## src/logic/reset_boot_pkg.sv

```systemverilog
// reset_boot_pkg: constants, bus carriers and encodings of the reset and boot block.
// assumes one 125 MHz mclk and an AXI4-Lite master reaching the top system page.
// Behaviour
// - floating erase pin reads as deasserted
// - two nonvolatile detector bits persist
// - set and clear commands change nv bit
// - nv bit 0 enables undervoltage detector
// - erase pin clears nv bit 0
// - nv bit 1 enables undervoltage reset
// - erase pin disables undervoltage reset
// - eight fixed calibration bits, erase-proof
// - test, ms0, ms1 high, ms2 low: fast programming
// - test and all mode lines high: recovery
// - fast mode accepts programming port commands
// - registers decode in top 4 KB
// - report cause of most recent reset
// - shape external reset pulse length
// - power-on reset reinitializes everything
// - detector acts after about 1 us of low supply, releases on recovery
// - ignore dips shorter than about 1 us
// - power-on and undervoltage inhibit flash
// - erase pin clears all lock bits
package reset_boot_pkg;
  localparam logic [19:0] SYS_PAGE = 20'hFFFFF;
  localparam logic [11:0] REG_RST_CTRL = 12'hD00;
  localparam logic [11:0] REG_RST_STATUS = 12'hD04;
  localparam logic [11:0] REG_RST_MODE = 12'hD08;
  localparam logic [11:0] REG_NV_CMD = 12'hF64;
  localparam logic [11:0] REG_NV_STATUS = 12'hF68;
  localparam logic [11:0] REG_LOCK = 12'hF6C;
  localparam logic [7:0] WR_KEY = 8'hA5;
  localparam int KEY_LSB = 24;
  localparam int ARG_LSB = 8;
  localparam int SWRST_BIT = 0;
  localparam int PLEN_LSB = 8;
  localparam int CAUSE_LSB = 8;
  localparam int UV_BIT = 16;
  localparam int LINE_BIT = 17;
  localparam int CALIB_LSB = 8;
  localparam int CMDERR_BIT = 16;
  localparam int FAST_BIT = 17;
  localparam int RECOVER_BIT = 18;
  localparam int ERASE_BIT = 19;
  localparam logic [7:0] CMD_SET_LOCK = 8'h02;
  localparam logic [7:0] CMD_CLR_LOCK = 8'h04;
  localparam logic [7:0] CMD_SET_NV = 8'h0B;
  localparam logic [7:0] CMD_CLR_NV = 8'h0D;
  localparam logic [3:0] PLEN_RESET = 4'h1;
  localparam logic [2:0] CAUSE_POWER = 3'h0;
  localparam logic [2:0] CAUSE_UV = 3'h1;
  localparam logic [2:0] CAUSE_WATCHDOG = 3'h2;
  localparam logic [2:0] CAUSE_SOFTWARE = 3'h3;
  localparam logic [2:0] CAUSE_USER = 3'h4;
  localparam logic [1:0] RESP_OKAY = 2'h0;
  localparam logic [1:0] RESP_SLVERR = 2'h2;
  localparam logic [1:0] RESP_DECERR = 2'h3;
  localparam int NV_COUNT = 2;
  localparam int CALIB_W = 8;
  localparam int LOCK_COUNT = 16;
  localparam int PIN_COUNT = 7;
  localparam int PIN_ERASE = 0;
  localparam int PIN_TEST = 1;
  localparam int PIN_MS0 = 2;
  localparam int PIN_MS1 = 3;
  localparam int PIN_MS2 = 4;
  localparam int PIN_LINE = 5;
  localparam int PIN_UV = 6;
  localparam logic [6:0] PIN_RESET = 7'h20;
  localparam int CLK_PERIOD_NS = 8;
  localparam int DIP_NS = 1000;
  localparam int DIP_CYCLES = (DIP_NS + CLK_PERIOD_NS - 1) / CLK_PERIOD_NS;
  localparam int PULSE_UNIT_NS = 1000;
  localparam int PULSE_UNIT_CYCLES = (PULSE_UNIT_NS + CLK_PERIOD_NS - 1) / CLK_PERIOD_NS;
  localparam logic [2:0] SYNC_SETTLE = 3'h4;

  typedef enum logic [1:0] {SEQ_IDLE, SEQ_PULSE, SEQ_WAIT} seq_type;

  typedef struct packed {
    logic [31:0] awaddr;
    logic awvalid;
    logic [31:0] wdata;
    logic [3:0] wstrb;
    logic wvalid;
    logic bready;
    logic [31:0] araddr;
    logic arvalid;
    logic rready;
  } axi_req_type;

  typedef struct packed {
    logic awready;
    logic wready;
    logic [1:0] bresp;
    logic bvalid;
    logic arready;
    logic [31:0] rdata;
    logic [1:0] rresp;
    logic rvalid;
  } axi_rsp_type;
endpackage : reset_boot_pkg

```

## src/logic/pin_sync.sv

```systemverilog
// pin_sync: three-stage synchroniser for one board pin with agreement check.
// assumes the pin is asynchronous to mclk; output follows once stages two and three agree.
`timescale 1ns/10ps
`default_nettype none
module pin_sync #(
  parameter logic RESET_LEVEL = 1'b0
) (
  // clock and reset
  input wire logic mclk,
  input wire logic sys_rst,
  // pin and settled level
  input wire logic pin,
  output logic level
);
  typedef struct packed {
    logic [2:0] stage;
    logic level;
  } sync_type;

  sync_type st;
  sync_type next_st;

  always_comb begin
    next_st = st;
    next_st.stage = {st.stage[1:0], pin};
    if (st.stage[1] == st.stage[2]) begin
      next_st.level = st.stage[2];
    end
    if (sys_rst) begin
      next_st.stage = {3{RESET_LEVEL}};
      next_st.level = RESET_LEVEL;
    end
  end

  always_ff @(posedge mclk) begin
    st <= next_st;
  end

  assign level = st.level;
endmodule : pin_sync
`default_nettype wire

```

## src/logic/dip_filter.sv

```systemverilog
// dip_filter: qualifies the undervoltage comparator so that short dips are dropped.
// assumes raw is already synchronised to mclk and is high while the supply is low.
`timescale 1ns/10ps
`default_nettype none
module dip_filter import reset_boot_pkg::*; (
  // clock and reset
  input wire logic mclk,
  input wire logic sys_rst,
  // comparator in, qualified event out
  input wire logic enable,
  input wire logic raw,
  output logic detect
);
  localparam logic [7:0] DIP_LIMIT = 8'(DIP_CYCLES);

  typedef struct packed {
    logic [7:0] count;
    logic detect;
  } dip_type;

  dip_type st;
  dip_type next_st;

  always_comb begin
    next_st = st;
    if (sys_rst || !enable || !raw) begin
      next_st.count = 8'h00;
      next_st.detect = 1'b0;
    end else if (st.count != DIP_LIMIT) begin
      next_st.count = st.count + 8'h01;
    end else begin
      next_st.detect = 1'b1;
    end
  end

  always_ff @(posedge mclk) begin
    st <= next_st;
  end

  assign detect = st.detect;

  a_dip_release: assert property (
    @(posedge mclk) disable iff (sys_rst)
    (!raw || !enable) |=> !st.detect)
    else $error("detect held after supply recovered");
  a_dip_length: assert property (
    @(posedge mclk) disable iff (sys_rst)
    $rose(st.detect) |-> $past(st.count) == DIP_LIMIT && $past(raw))
    else $error("detect raised before dip length");
endmodule : dip_filter
`default_nettype wire

```

## src/logic/nv_reset_boot_config.sv

```systemverilog
// nv_reset_boot_config: nonvolatile detector bits, locks, boot mode pins,
// reset cause and external reset shaping behind an AXI4-Lite slave.
// assumes sys_rst is the power-on reset and the flash array reloads nv bits.
//
// Chosen here: register access over AXI4-Lite and the register offsets.
`timescale 1ns/10ps
`default_nettype none
module nv_reset_boot_config import reset_boot_pkg::*; (
  // clock and power-on reset
  input wire logic mclk,
  input wire logic sys_rst,
  // register bus
  input wire axi_req_type axi_req,
  output axi_rsp_type axi_rsp,
  // board pins
  input wire logic erase_pin,
  input wire logic test_mode_pin,
  input wire logic mode_select_line_0,
  input wire logic mode_select_line_1,
  input wire logic mode_select_line_2,
  input wire logic external_reset_line_in,
  output logic external_reset_line_out,
  output logic external_reset_line_oe,
  // analog and nonvolatile store
  input wire logic undervoltage_detector_raw,
  input wire logic [NV_COUNT-1:0] nv_stored,
  input wire logic [CALIB_W-1:0] calib_stored,
  output logic undervoltage_detector_enable,
  output logic [NV_COUNT-1:0] nv_image,
  output logic [CALIB_W-1:0] calib_bits,
  output logic [LOCK_COUNT-1:0] lock_bits,
  output logic flash_inhibit,
  // reset sources and results
  input wire logic watchdog_reset,
  output logic core_reset,
  // fast programming port
  output logic fast_programming_port_enable,
  output logic boot_recovery,
  input wire logic fpp_cmd_valid,
  input wire logic [15:0] fpp_cmd_word,
  output logic fpp_cmd_ready
);
  localparam logic [10:0] PULSE_UNIT = 11'(PULSE_UNIT_CYCLES);

  typedef struct packed {
    logic aw_held;
    logic [31:0] awaddr;
    logic w_held;
    logic [31:0] wdata;
    logic [3:0] wstrb;
    logic bvalid;
    logic [1:0] bresp;
    logic rvalid;
    logic [31:0] rdata;
    logic [1:0] rresp;
    logic [NV_COUNT-1:0] nv;
    logic [CALIB_W-1:0] calib;
    logic [LOCK_COUNT-1:0] lock;
    logic cmd_err;
    logic [2:0] cause;
    logic [3:0] plen;
    seq_type seq;
    logic [10:0] count;
    logic swrst;
    logic [2:0] settle;
    logic sampled;
    logic fast;
    logic recover;
    logic inhibit;
    logic oe;
    logic core_rst;
  } core_type;

  core_type st, next_st;
  logic [PIN_COUNT-1:0] pins_raw, lv;
  logic erase_level, line_level, uv_detect, uv_req;
  logic bus_wr, bus_cmd, cmd_go;
  logic [7:0] cmd_v, arg_v;
  logic [10:0] target;

  // a floating erase pin has a pull-down, so it resets and reads as low
  assign pins_raw = {undervoltage_detector_raw, external_reset_line_in,
                     mode_select_line_2, mode_select_line_1,
                     mode_select_line_0, test_mode_pin, erase_pin};

  generate
    for (genvar i = 0; i < PIN_COUNT; i++) begin : g_sync
      pin_sync #(
        .RESET_LEVEL(PIN_RESET[i])
      ) u_sync (
        .mclk(mclk),
        .sys_rst(sys_rst),
        .pin(pins_raw[i]),
        .level(lv[i])
      );
    end
  endgenerate

  assign erase_level = lv[PIN_ERASE];
  assign line_level = lv[PIN_LINE];

  dip_filter u_dip (
    .mclk(mclk),
    .sys_rst(sys_rst),
    .enable(st.nv[0]),
    .raw(lv[PIN_UV]),
    .detect(uv_detect)
  );

  // undervoltage resets only with both nv bits set
  assign uv_req = st.nv[0] && st.nv[1] && uv_detect;
  assign target = 11'(({7'h00, st.plen} + 11'h001) * PULSE_UNIT);

  function automatic logic [1:0] decode(input logic [31:0] a);
    logic [1:0] r;
    r = RESP_SLVERR;
    if (a[31:12] != SYS_PAGE || a[1:0] != 2'h0) begin
      r = RESP_DECERR;
    end else begin
      case (a[11:0])
        REG_RST_CTRL, REG_RST_STATUS, REG_RST_MODE,
        REG_NV_CMD, REG_NV_STATUS, REG_LOCK: r = RESP_OKAY;
        default: r = RESP_SLVERR;
      endcase
    end
    return r;
  endfunction : decode

  function automatic logic [31:0] read_word(input logic [31:0] a, input core_type s,
                                            input logic [PIN_COUNT-1:0] l,
                                            input logic uv);
    logic [31:0] d;
    d = 32'h0000_0000;
    if (decode(a) == RESP_OKAY) begin
      case (a[11:0])
        REG_RST_STATUS: begin
          d[CAUSE_LSB +: 3] = s.cause;
          d[UV_BIT] = uv;
          d[LINE_BIT] = l[PIN_LINE];
        end
        REG_RST_MODE: d[PLEN_LSB +: 4] = s.plen;
        REG_NV_STATUS: begin
          d[NV_COUNT-1:0] = s.nv;
          d[CALIB_LSB +: CALIB_W] = s.calib;
          d[CMDERR_BIT] = s.cmd_err;
          d[FAST_BIT] = s.fast;
          d[RECOVER_BIT] = s.recover;
          d[ERASE_BIT] = l[PIN_ERASE];
        end
        REG_LOCK: d[LOCK_COUNT-1:0] = s.lock;
        default: d = 32'h0000_0000;
      endcase
    end
    return d;
  endfunction : read_word

  // a write executes in the first cycle that both its address and data are held
  assign bus_wr = st.aw_held && st.w_held && !st.bvalid;
  assign bus_cmd = bus_wr && decode(st.awaddr) == RESP_OKAY
                   && st.awaddr[11:0] == REG_NV_CMD;
  assign fpp_cmd_ready = st.fast && !bus_cmd;

  always_comb begin
    cmd_go = 1'b0;
    cmd_v = 8'h00;
    arg_v = 8'h00;
    if (bus_cmd && st.wstrb == 4'hF && st.wdata[KEY_LSB +: 8] == WR_KEY) begin
      cmd_go = 1'b1;
      cmd_v = st.wdata[7:0];
      arg_v = st.wdata[ARG_LSB +: 8];
    end else if (fpp_cmd_valid && fpp_cmd_ready) begin
      cmd_go = 1'b1;
      cmd_v = fpp_cmd_word[7:0];
      arg_v = fpp_cmd_word[15:8];
    end
  end

  always_comb begin
    next_st = st;
    // bus channels
    if (axi_req.awvalid && axi_rsp.awready) begin
      next_st.aw_held = 1'b1;
      next_st.awaddr = axi_req.awaddr;
    end
    if (axi_req.wvalid && axi_rsp.wready) begin
      next_st.w_held = 1'b1;
      next_st.wdata = axi_req.wdata;
      next_st.wstrb = axi_req.wstrb;
    end
    if (st.bvalid && axi_req.bready) begin
      next_st.bvalid = 1'b0;
    end
    if (bus_wr) begin
      next_st.aw_held = 1'b0;
      next_st.w_held = 1'b0;
      next_st.bvalid = 1'b1;
      next_st.bresp = decode(st.awaddr);
      if (next_st.bresp == RESP_OKAY && st.awaddr[11:0] == REG_RST_MODE
          && st.wstrb[1]) begin
        next_st.plen = st.wdata[PLEN_LSB +: 4];
      end
      if (next_st.bresp == RESP_OKAY && st.awaddr[11:0] == REG_RST_CTRL
          && st.wstrb == 4'hF && st.wdata[KEY_LSB +: 8] == WR_KEY
          && st.wdata[SWRST_BIT]) begin
        next_st.swrst = 1'b1;
      end
    end
    if (st.rvalid && axi_req.rready) begin
      next_st.rvalid = 1'b0;
    end
    if (axi_req.arvalid && axi_rsp.arready) begin
      next_st.rvalid = 1'b1;
      next_st.rresp = decode(axi_req.araddr);
      next_st.rdata = read_word(axi_req.araddr, st, lv, uv_detect);
    end
    // nonvolatile commands; calibration bits have no command path
    if (cmd_go) begin
      next_st.cmd_err = 1'b0;
      case (cmd_v)
        CMD_SET_NV, CMD_CLR_NV: begin
          if (arg_v < 8'(NV_COUNT)) begin
            next_st.nv[arg_v[0]] = (cmd_v == CMD_SET_NV);
          end else begin
            next_st.cmd_err = 1'b1;
          end
        end
        CMD_SET_LOCK, CMD_CLR_LOCK: begin
          if (arg_v < 8'(LOCK_COUNT)) begin
            next_st.lock[arg_v[3:0]] = (cmd_v == CMD_SET_LOCK);
          end else begin
            next_st.cmd_err = 1'b1;
          end
        end
        default: next_st.cmd_err = 1'b1;
      endcase
    end
    // erase wins over any command in the same cycle
    if (erase_level) begin
      next_st.nv[0] = 1'b0;
      next_st.nv[1] = 1'b0;
      next_st.lock = '0;
    end
    // mode pins are read once, after the synchronisers have settled
    if (!st.sampled) begin
      if (st.settle == SYNC_SETTLE) begin
        next_st.sampled = 1'b1;
        next_st.fast = lv[PIN_TEST] && lv[PIN_MS0] && lv[PIN_MS1]
                       && !lv[PIN_MS2];
        next_st.recover = lv[PIN_TEST] && lv[PIN_MS0] && lv[PIN_MS1]
                          && lv[PIN_MS2];
      end else begin
        next_st.settle = st.settle + 3'h1;
      end
    end
    // reset sequencer; the line is only seen as a user reset when idle
    case (st.seq)
      SEQ_IDLE: begin
        if (uv_req || watchdog_reset || st.swrst || !line_level) begin
          next_st.seq = SEQ_PULSE;
          next_st.count = 11'h000;
          next_st.swrst = next_st.swrst && !st.swrst; // a write landing now stays pending unless a swrst was already pending
          if (uv_req) begin
            next_st.cause = CAUSE_UV;
          end else if (watchdog_reset) begin
            next_st.cause = CAUSE_WATCHDOG;
          end else if (st.swrst) begin
            next_st.cause = CAUSE_SOFTWARE;
          end else begin
            next_st.cause = CAUSE_USER;
          end
        end
      end
      SEQ_PULSE: begin
        if (st.count == target - 11'h001) begin
          next_st.seq = SEQ_WAIT;
        end else begin
          next_st.count = st.count + 11'h001;
        end
      end
      SEQ_WAIT: begin
        // hold until the line floats high and the supply has recovered
        if (line_level && !uv_req) begin
          next_st.seq = SEQ_IDLE;
        end
      end
      default: next_st.seq = SEQ_IDLE;
    endcase
    next_st.oe = (next_st.seq == SEQ_PULSE);
    next_st.core_rst = (next_st.seq != SEQ_IDLE);
    next_st.inhibit = uv_detect;
    // power-on: everything restarts, nv bits reload from the array
    if (sys_rst) begin
      next_st = '0;
      next_st.nv = nv_stored;
      next_st.calib = calib_stored;
      next_st.plen = PLEN_RESET;
      next_st.cause = CAUSE_POWER;
      next_st.seq = SEQ_PULSE;
      next_st.oe = 1'b1;
      next_st.core_rst = 1'b1;
      next_st.inhibit = 1'b1;
    end
  end

  always_ff @(posedge mclk) begin
    st <= next_st;
  end

  assign axi_rsp = '{awready: !st.aw_held && !st.bvalid, wready: !st.w_held && !st.bvalid,
                     bresp: st.bresp, bvalid: st.bvalid, arready: !st.rvalid,
                     rdata: st.rdata, rresp: st.rresp, rvalid: st.rvalid};

  // open drain: only ever pulls low
  assign external_reset_line_out = 1'b0;
  assign external_reset_line_oe = st.oe;
  assign undervoltage_detector_enable = st.nv[0];
  assign nv_image = st.nv;
  assign calib_bits = st.calib;
  assign lock_bits = st.lock;
  assign flash_inhibit = st.inhibit;
  assign core_reset = st.core_rst;
  assign fast_programming_port_enable = st.fast;
  assign boot_recovery = st.recover;

  a_erase_nv: assert property (
    @(posedge mclk) disable iff (sys_rst)
    erase_level |=> st.nv == '0)
    else $error("erase left an nv bit set");
  a_erase_lock: assert property (
    @(posedge mclk) disable iff (sys_rst)
    erase_level |=> st.lock == '0)
    else $error("erase left a lock bit set");
  a_calib_fixed: assert property (
    @(posedge mclk) disable iff (sys_rst)
    !$past(sys_rst) |-> $stable(st.calib))
    else $error("calibration bits changed");
  a_nv_set: assert property (
    @(posedge mclk) disable iff (sys_rst)
    cmd_go && cmd_v == CMD_SET_NV && arg_v == 8'h01 && !erase_level |=> st.nv[1])
    else $error("set command did not set nv bit 1");
  a_uv_reset: assert property (
    @(posedge mclk) disable iff (sys_rst)
    st.seq == SEQ_IDLE && uv_req |=> st.cause == CAUSE_UV && st.oe && st.core_rst)
    else $error("undervoltage reset not started");
  a_pulse_end: assert property (
    @(posedge mclk) disable iff (sys_rst)
    st.seq == SEQ_PULSE && st.count == target - 11'h001 |=> !st.oe ##1 !st.oe)
    else $error("reset pulse length wrong");
  a_cause_hold: assert property (
    @(posedge mclk) disable iff (sys_rst)
    st.seq != SEQ_IDLE |=> $stable(st.cause))
    else $error("reset cause changed during reset");
  a_por_cause: assert property (
    @(posedge mclk)
    $fell(sys_rst) |-> st.cause == CAUSE_POWER && st.core_rst && st.inhibit)
    else $error("power-on reset not reported");
  a_boot_once: assert property (
    @(posedge mclk) disable iff (sys_rst)
    st.sampled |=> $stable({st.fast, st.recover}))
    else $error("boot mode changed after sampling");
  a_fast_mode: assert property (
    @(posedge mclk) disable iff (sys_rst)
    $rose(st.sampled) |-> st.fast == $past(lv[PIN_TEST] && lv[PIN_MS0]
                                           && lv[PIN_MS1] && !lv[PIN_MS2]))
    else $error("fast programming decode wrong");
  a_inhibit: assert property (
    @(posedge mclk) disable iff (sys_rst)
    uv_detect |=> st.inhibit)
    else $error("flash not inhibited on undervoltage");
endmodule : nv_reset_boot_config
`default_nettype wire

```

## config.mk

```make
export PLATFORM = sky130hd
export DESIGN_NAME = nv_reset_boot_config
export DESIGN_NICKNAME = d
export VERILOG_FILES = /design/src/logic/reset_boot_pkg.sv /design/src/logic/pin_sync.sv /design/src/logic/dip_filter.sv /design/src/logic/nv_reset_boot_config.sv
export SDC_FILE = /design/constraint.sdc
export NUM_CORES = 1
export LEC_CHECK = 0
export BUFFER_PORTS_ARGS = -buffer_cell sky130_fd_sc_hd__buf_2
export CAP_MARGIN = 0
export CORE_MARGIN = 2
export CORE_UTILIZATION = 30
export CTS_BUF_LIST = sky130_fd_sc_hd__clkbuf_4 sky130_fd_sc_hd__clkbuf_8
export DETAILED_ROUTE_END_ITERATION = 16
export SKIP_CTS_REPAIR_TIMING = 1
export SLEW_MARGIN = 20
export SYNTH_ARGS = -nofsm -noshare
export SYNTH_HDL_FRONTEND = slang
export SYNTH_SLANG_ARGS = --single-unit
```

## constraint.sdc

```tcl
create_clock -name mclk -period 4.5 [get_ports mclk]
set_clock_uncertainty 0.05 [all_clocks]
set_input_delay 0 -clock mclk [delete_from_list [all_inputs] [get_ports mclk]]
set_output_delay 0 -clock mclk [all_outputs]
set_load 0.005 [all_outputs]
```

==> impl_metrics.ini, run 1 <==
[detailed_routing]
drc = 0
drtIter0Drc = 418
wl_mm = 24.8
viasPerCell = 4.78
first_pass_iters = 6
avgRoutedWirePerCell_um = 15.0
ant_nets = 0
vias = 7903

[critical_path]
cp_slowest_cell = fa_1
path_buf_inv = 2
cp_cell_sequence = ha_4 -> xor2_4 -> ha_4 -> xor2_4 -> fa_1 -> inv_1 -> fa_1 -> ha_1 -> nand3_1 -> nand2_1 -> a221oi_2 -> xnor2_2 -> nor3_4 -> buf_4 -> or4b_1 -> a21oi_1
crit_arrival_ns = 4.67
rrSetupSlack_ns = 0.17
crit_family = adder cells
cp-start-kind = register
crit_path_max_incr_delay_ns = 0.57
r2r_cells = 16
startpoint = st[24]
worstPathRequired_ns = 4.84
worstReg2RegStart = st[24]
regToRegEndpoint = st[19]
end_kind = register
cp_max_fo = 7
criticalPathCategory = register to register

[die]
dieHeight_um = 175
dieWidth_um = 175
die_area_mm2 = 0.0307
core_area_mm2 = 0.0288
floorplan.initialDensity = 0.305
ioPinCount = 217
row_count = 62

[global_route]
grt_max_degree = 80
grt_pass1_wl_mm = 35.9
globalRouteTotalUtil = 0.148
globalRoute.totalOverflow = 0
grt_pass1_vias = 6829
antenna_found_initial = 1

[clock_network]
cts_buffer_depth = 2
clk_latency_ns = 0.47
cts_tree = yes
path_clk_slew_ns = 0.11
clock_sinks = 182
htree_num_levels = 4
root_buffer = clkbuf_8
numCtsBuffers = 17

[synth]
ys_warn_count = 0
synthMuxAreaShare = 0.0280
synth_top_family_by_area = simple AND/OR/NAND/NOR gates
post-synth-top-count-cell = dfxtp_1
synth_area_leader_cell = dfxtp_1
avgSynthCellArea_um2 = 8.75
synth_common_cells = dfxtp_1 (172), nand2_1 (162), a21oi_1 (102), buf_4 (66), nor2_1 (63)
synth_edf_count = 10
synth_fa_ha_area_frac = 0.0561
synth-simple-area-share = 0.221
yosysUniqueCellTypes = 78
ys_seq_area_frac = 0.426
synth_area_mm2 = 0.00879
synthTopCellsByArea = dfxtp_1 (39%), nand2_1 (6.9%), a21oi_1 (5.8%)
ys.flop_type = dfxtp_1
synth_compound_area_frac = 0.150
synthCells = 1005
synthArstFlopShare = 0
yosys.area_share.xor_xnor = 0.0306
ys_ff_latch = 182
synth.top_cell.area_share = 0.392

[timing]
hold_viol = 0
final-setup-viol-count = 0
worst_slew_pin_slew_ns = 1.05
maxSlewViolCount = 0
min_period_over_period = 0.962
max-slew-margin-rel = 0.297
fmax_mhz = 231
fin_crit_ns = 4.33

[power]
p_total_mw = 3.28
p_per_area_mw_per_mm2 = 286
ir_drop_uv = 191
p_leak_nw = 4.71

[placement]
gp_congestion = 0.801
place_hpwl_mm = 17.3
numPortBuffers = 195
place_area_mm2 = 0.00981

[finish]
fin_nets = 1433
fillers = 2866
area_growth_pct = 30.4
design_area_mm2 = 0.0115
drive_above_1_share = 0.242

[job]
max_cap_viol_count = 0

[hold_path]
min_path_cells = 5
hold_start = fpp_cmd_word[0]
worstHoldPathType = primary input to register
holdPathEnd = st[30]

[outcome]
outcome = finished clean
logic make-up (layout without fill, tap and decap cells):
kind of cell             Yosys count  after routing
AND/OR/NAND/NOR                  394            394
AO/OA/AOI/OAI                    208            208
flip-flops                       182            182
buffers and inverters            134            387
adder cells (fa/ha/maj)           34             34
XOR/XNOR                          29             29
multiplexers                      23             23
other                              1             14
tightest hold or removal path: cells and delay by family:
family,cells,cell delay [ns]
multiplexers,1,0.09
AND/OR/NAND/NOR,3,0.32
buffers and inverters,1,0.10
layer usage:
metal / GRT usage / routed length (um) / up-vias
met3: 0.0435 / 1430 / 21
met4: 0.0285 / 290 / 0
met1: 0.193 / 11000 / 3696
li1: - / - / 3952
met2: 0.242 / 12000 / 234
met5: 0 / 0 / -
worst max path at each step:
stage               endpoint  cells after the start  slack (ns)
floorplan             st[19]                     17        0.06
global placement      st[15]                     16        0.12
detailed placement    st[20]                     16       -0.03
CTS                   st[15]                     16       -0.06
global route          st[16]                     18       -0.03
finish                st[19]                     16        0.17
layout make-up:
cell class / instances / area (um2) / share of cell area
inverters: 24 / 90.1 / 0.00786
repair buffers: 331 / 2270 / 0.198
clock inverters: 13 / 164 / 0.0143
clock buffers: 19 / 249 / 0.0217
well taps: 384 / 480 / 0.0419
diodes: 1 / 2.50 / 0.000218
flip-flops and latches: 182 / 3750 / 0.327
multi-input cells: 701 / 4460 / 0.389
state kept, by name, indices dropped and copies added (netlist names):
signal,cells
boot_recovery,1
axi_rsp,26
u_dip.st,8
flash_inhibit,1
nv_image,2
g_sync.u_sync.st,21
u_dip.detect,1
fast_programming_port_enable,1
lock_bits,16
g_sync.u_sync.level,7
core_reset,1
external_reset_line_oe,1
calib_bits,8
st,88
cells in the final DEF (no fill, tap or decap), types with 4 or more instances in the layout:
cell type        n
xnor2_1         15
dfxtp_1        169
a32oi_1          7
o31ai_1         18
or3_1            5
buf_4           29
nand3_1         27
o21ai_0         19
nand2b_1         5
o211ai_1        19
or4_1            6
dlygate4sd3_1  108
a22oi_1         12
nor2b_1         22
clkbuf_8        17
nor2_1          63
nand4_1         17
nand2_1        162
conb_1          13
and2_1           7
inv_1           24
nor3_1          22
fa_1             9
edfxtp_1        10
and4_1           4
a211oi_1         4
nor4_1           9
a21oi_1        102
or2_2            7
and3_1          12
mux2_2          13
buf_2          194
ha_1            20
mux2i_1         10
xor2_1           8
ha_4             5
through the flow:
stage	TNS (ns)	worst slack [ns]	hold WS, ns	instances	util
global route	-0.0832	-0.0284	0.0613	1655	0.398
CTS	-0.153	-0.0566	-0.374	1541	0.355
finish	0	0.169	0.0211	1655	0.398
floorplan	0	0.0609	0.0489	1017	-
detailed placement	-0.0635	-0.0276	0.129	1509	0.341
global placement	0	0.121	0.127	1509	0.341
report_power, final:
group | switching, mW | total [mW] | internal (mW)
registers | 0.0506 | 1.75 | 1.69
logic | 0.190 | 0.383 | 0.193
clock network | 0.673 | 1.15 | 0.481
(Power assumes the default switching activity.)
==> inputs of run 2 (changes only) <==
--- a/config.mk
+++ b/config.mk
@@ -8,9 +8,10 @@
 export BUFFER_PORTS_ARGS = -buffer_cell sky130_fd_sc_hd__buf_2
 export CAP_MARGIN = 0
 export CORE_MARGIN = 2
-export CORE_UTILIZATION = 30
+export CORE_UTILIZATION = 45
 export CTS_BUF_LIST = sky130_fd_sc_hd__clkbuf_4 sky130_fd_sc_hd__clkbuf_8
 export DETAILED_ROUTE_END_ITERATION = 16
+export PLACE_DENSITY = 0.69
 export SKIP_CTS_REPAIR_TIMING = 1
 export SLEW_MARGIN = 20
 export SYNTH_ARGS = -nofsm -noshare
==> constraint.sdc (replaced) <==
create_clock -name mclk -period 5.4 [get_ports mclk]
set_clock_uncertainty 0.05 [all_clocks]
set_input_delay 0 -clock mclk [delete_from_list [all_inputs] [get_ports mclk]]
set_output_delay 0 -clock mclk [all_outputs]
set_load 0.005 [all_outputs]
==> impl_metrics.ini, run 2 (synthesis results as in run 1) <==
[outcome]
outcome = complete, but fails checks
violations = hold timing

[power]
internal_power_mw = 1.92
ir_drop_uv = 140
seqPwrFrac = 0.551
p_clk_frac = 0.336
switchingPower_mw = 0.726
comb_power_share = 0.113
p_sw_frac = 0.275
p_per_area_mw_per_mm2 = 246
p_leak_nw = 4.40

[die]
die_area_mm2 = 0.0207
dieHeight_um = 144
ioPinCount = 217
row_count = 51
floorplan.initialDensity = 0.455
core_area_mm2 = 0.0193
dieWidth_um = 144

[timing]
min_period_over_period = 0.928
hold_viol = 1
rsz0062_at_grt = no
fmax_mhz = 200
maxSlewViolCount = 0
final-setup-viol-count = 0
max-slew-margin-rel = 0.313
holdWs_ns = -0.00338
fin_crit_ns = 5.01
fin_setup_tns_ns = 0
worst_slew_pin_slew_ns = 1.03

[detailed_routing]
wl_mm = 22.6
avgRoutedWirePerCell_um = 15.2
viasPerCell = 5.22
vias = 7769
drc = 0
ant_nets = 0
drtIter0Drc = 456
first_pass_iters = 5

[finish]
drive_above_1_share = 0.221
fin_nets = 1384
largest_register_ffs = 88
mostFrequentLayoutCells = buf_2 (194), dfxtp_1 (172), nand2_1 (162)
layout.cells.non_filler = 1487
regMostFlops = st
mostFrequentLayoutCell = buf_2
area_growth_pct = 22.0
design_area_mm2 = 0.0107

[critical_path]
criticalPathCategory = register to register
cp_max_fo = 13
r2r_cells = 14
crit_arrival_ns = 5.36
end_kind = register
worstPathRequired_ns = 5.75
cp-start-kind = register

[clock_network]
cts_buffer_depth = 2
numCtsBuffers = 17
clock_sinks = 182
cts_tree = yes
clk_latency_ns = 0.48
htree_num_levels = 4
path_clk_slew_ns = 0.10
root_buffer = clkbuf_8

[hold_path]
worstHoldPathType = primary input to register
min_path_cells = 4

[global_route]
grt_pass1_vias = 6743
grt_max_degree = 98
globalRoute.totalOverflow = 0
globalRouteTotalUtil = 0.203
grt_pass1_wl_mm = 33.1
antenna_found_initial = 1

[placement]
numPortBuffers = 195
gp_congestion = 0.836
place_area_mm2 = 0.00950
placed_cells = 1371
place_hpwl_mm = 15.1

[job]
max_cap_viol_count = 0
-- run 2: changes by cell type in the layout (fill, tap and decap cells not counted), sizes merged --
| cell | previous run | this run |
|---|---|---|
| dlygate4sd3 | 108 | 83 |
| buf | 223 | 199 |
| bufinv | 1 | 0 |
| clkbuf | 19 | 20 |
| clkinv | 6 | 7 |
| inv | 29 | 28 |
-- run 2: worst paths after layout --
path	from	to	slack (ns)
hold / removal	axi_req[3]	axi_rsp[1]	-0.003
hold reg to reg	g_sync[5].u_sync.st[1]	g_sync[5].u_sync.st[2]	0.38
setup reg to reg	st[23]	st[17]	0.39
setup / recovery	st[23]	st[17]	0.39
-- run 2: per-layer routing --
layer  global-route usage  up-vias  routed length, um
li1                     -     3865                  -
met1                0.264     3633               9950
met2                0.336      254              11000
met3               0.0536       17               1380
met4               0.0537        0                240
met5                    0        -                  0
-- run 2: layout make-up --
| class | instances | area (um2) |
|---|---|---|
| Fill cell | 1757 | 8610 |
| Multi-Input combinational cell | 701 | 4340 |
| Sequential cell | 182 | 3740 |
| Timing Repair Buffer | 282 | 1840 |
| Tap cell | 265 | 332 |
| Clock buffer | 20 | 263 |
| Clock inverter | 12 | 116 |
| Inverter | 24 | 90.1 |
| Antenna cell | 1 | 2.50 |
-- run 2: power groups by stage --
stage                     Clock (mW)  Sequential [mW]  Combinational [mW]
after floorplan                    0             1.47               0.172
after global placement             0             1.48               0.243
after detailed placement           0             1.49               0.247
after CTS                      0.906             1.46               0.248
after global routing           0.960             1.47               0.334
final                          0.888             1.46               0.299
-- run 2: stage by stage --
stage,total power [mW],worst slack [ns],utilization
4_1_cts,2.61,0.260,0.511
5_1_grt,2.76,0.0830,0.555
6_report,2.64,0.388,0.555
3_5_place_dp,1.73,0.286,0.491
3_3_place_gp,1.73,0.456,0.491
2_1_floorplan,1.64,0.796,-
-- run 2: worst max-delay path, cell delays in order, from the launching register on --
cell      delay [ns]
dfxtp_1         0.44
inv_1           0.16
ha_1            0.44
ha_1            0.37
xor2_1          0.38
fa_1            0.54
inv_1           0.10
fa_1            0.42
ha_1            0.34
a21oi_1         0.22
o211ai_1        0.16
xnor2_1         0.47
nor3_4          0.16
or4_1           0.52
a21oi_1         0.15
==> inputs of run 3 (changes only) <==
--- a/config.mk
+++ b/config.mk
@@ -5,6 +5,7 @@
 export SDC_FILE = /design/constraint.sdc
 export NUM_CORES = 1
 export LEC_CHECK = 0
+export ABC_AREA = 1
 export BUFFER_PORTS_ARGS = -buffer_cell sky130_fd_sc_hd__buf_2
 export CAP_MARGIN = 0
 export CORE_MARGIN = 2
==> impl_metrics.ini, run 3 <==
[global_route]
grt_pass1_vias = 7244
globalRouteTotalUtil = 0.199
grt_max_degree = 69
antenna_found_initial = 1
globalRoute.totalOverflow = 0
grt_pass1_wl_mm = 34.7

[placement]
place_area_mm2 = 0.00979
placed_cells = 1569
place_hpwl_mm = 16.0
numPortBuffers = 195
pre_cts_slack_ns = 0.439
gp_congestion = 0.880

[detailed_routing]
viasPerCell = 4.93
drc = 0
ant_nets = 0
vias = 8312
avgRoutedWirePerCell_um = 13.3
wl_mm = 22.5
first_pass_iters = 5
drtIter0Drc = 555

[synth]
yosysUniqueCellTypes = 51
synth_area_leader_cell = dfxtp_1
synth_area_mm2 = 0.00906
synthArstFlopShare = 0
synthCells = 1197
post-synth-top-count-cell = nor2_1
synth.top_cell.area_share = 0.380
synthTopCellsByArea = dfxtp_1 (38%), nor2_1 (9.2%), nand2_1 (7.3%)
ys_warn_count = 0
synth_edf_count = 10
synth_common_cells = nor2_1 (222), nand2_1 (176), dfxtp_1 (172), o21ai_0 (90), inv_1 (88)
ys_seq_area_frac = 0.413
avgSynthCellArea_um2 = 7.57
ys_ff_latch = 182
ys.flop_type = dfxtp_1

[power]
p_leak_nw = 4.79
comb_power_share = 0.112
p_sw_frac = 0.285
p_clk_frac = 0.343
ir_drop_uv = 186
internal_power_mw = 1.93
seqPwrFrac = 0.544
p_per_area_mw_per_mm2 = 244
switchingPower_mw = 0.768

[finish]
mostFrequentLayoutCell = nor2_1
drive_above_1_share = 0.202
largest_register_ffs = 88
mostFrequentLayoutCells = nor2_1 (222), buf_2 (195), nand2_1 (176)
fillers = 1816
fin_nets = 1582
area_growth_pct = 21.7
design_area_mm2 = 0.0110
regMostFlops = st
layout.cells.non_filler = 1685

[timing]
fin_setup_tns_ns = 0
worst_slew_pin_slew_ns = 0.910
hold_viol = 0
fmax_mhz = 209
max-slew-margin-rel = 0.393
holdWs_ns = 0.000315
timing.final.ws_setup_ns = 0.619
min_period_over_period = 0.885
fin_crit_ns = 4.78
final-setup-viol-count = 0
maxSlewViolCount = 0
rsz0062_at_grt = no

[die]
ioPinCount = 217
floorplan.initialDensity = 0.463
core_area_mm2 = 0.0196
dieWidth_um = 146
die_area_mm2 = 0.0213
row_count = 51
dieHeight_um = 146

[critical_path]
worstReg2RegStart = st[23]
crit_arrival_ns = 5.13
cp_max_fo = 11
criticalPathCategory = register to register
end_kind = register
startpoint = st[23]
r2r_cells = 19
cp-start-kind = register
worstPathRequired_ns = 5.75

[hold_path]
min_path_cells = 7
hold_start = axi_req[14]
worstHoldPathType = primary input to register

[outcome]
outcome = finished clean

[clock_network]
clk_latency_ns = 0.47
numCtsBuffers = 17
htree_num_levels = 4
path_clk_slew_ns = 0.10
cts_tree = yes
clock_sinks = 182
cts_buffer_depth = 2
root_buffer = clkbuf_8

[job]
max_cap_viol_count = 0
-- run 3: cells by family (layout without fill, tap and decap cells) --
logic type,count (synthesis),in the layout,synth area share
other cells,1,14,0.000414
buf+inv,207,417,0.116
flops,182,182,0.413
xor+xnor,29,29,0.0289
simple gates,553,553,0.274
compound gates,191,191,0.114
fa+ha+maj,34,34,0.0544
-- run 3: worst paths after layout --
check | end | slack, ns
worst max-delay path | st[11] | 0.62
worst min-delay path | axi_rsp[13] | 0.0003
worst max register to register | st[11] | 0.62
worst min register to register | g_sync[3].u_sync.st[2] | 0.36
-- run 3: area by class of cell --
class	instances	area, um2	area share
Antenna cell	1	2.50	0.000227
Clock buffer	18	248	0.0225
Clock inverter	14	161	0.0146
Inverter	102	384	0.0348
Multi-Input combinational cell	820	4310	0.391
Sequential cell	182	3740	0.339
Tap cell	265	332	0.0301
Timing Repair Buffer	283	1840	0.167
-- run 3: stage by stage --
step / utilization / total power, mW
finish: 0.563 / 2.69
global route: 0.563 / 2.82
CTS: 0.520 / 2.67
detailed placement: 0.500 / 1.75
global placement: 0.500 / 1.74
floorplan: - / 1.66
-- run 3: power groups by stage --
stage                     registers, mW  logic [mW]  clock network (mW)
after CTS                          1.47       0.253               0.950
after global routing               1.48       0.342                1.00
final                              1.47       0.302               0.925
after floorplan                    1.49       0.175                   0
after detailed placement           1.50       0.252                   0
after global placement             1.50       0.248                   0
-- run 3: critical path, stage by stage (launching register included) --
cell     delay, ns
dfxtp_2       0.47
inv_1         0.14
ha_1          0.37
ha_1          0.34
xor2_1        0.36
fa_1          0.53
inv_1         0.10
fa_1          0.42
ha_1          0.36
a21oi_1       0.15
o21ai_0       0.14
xnor2_1       0.17
xor2_1        0.16
nor3_1        0.14
nand3_1       0.14
nand2_1       0.08
nand2_1       0.07
inv_1         0.26
nand2_1       0.12
o21ai_0       0.15
-- run 3: per-layer routing --
layer	up-vias	global-route usage	part of all wire
li1	4244	-	-
met1	3794	0.261	0.45
met2	243	0.328	0.48
met3	31	0.0426	0.059
met4	0	0.0632	0.016
met5	-	0	0
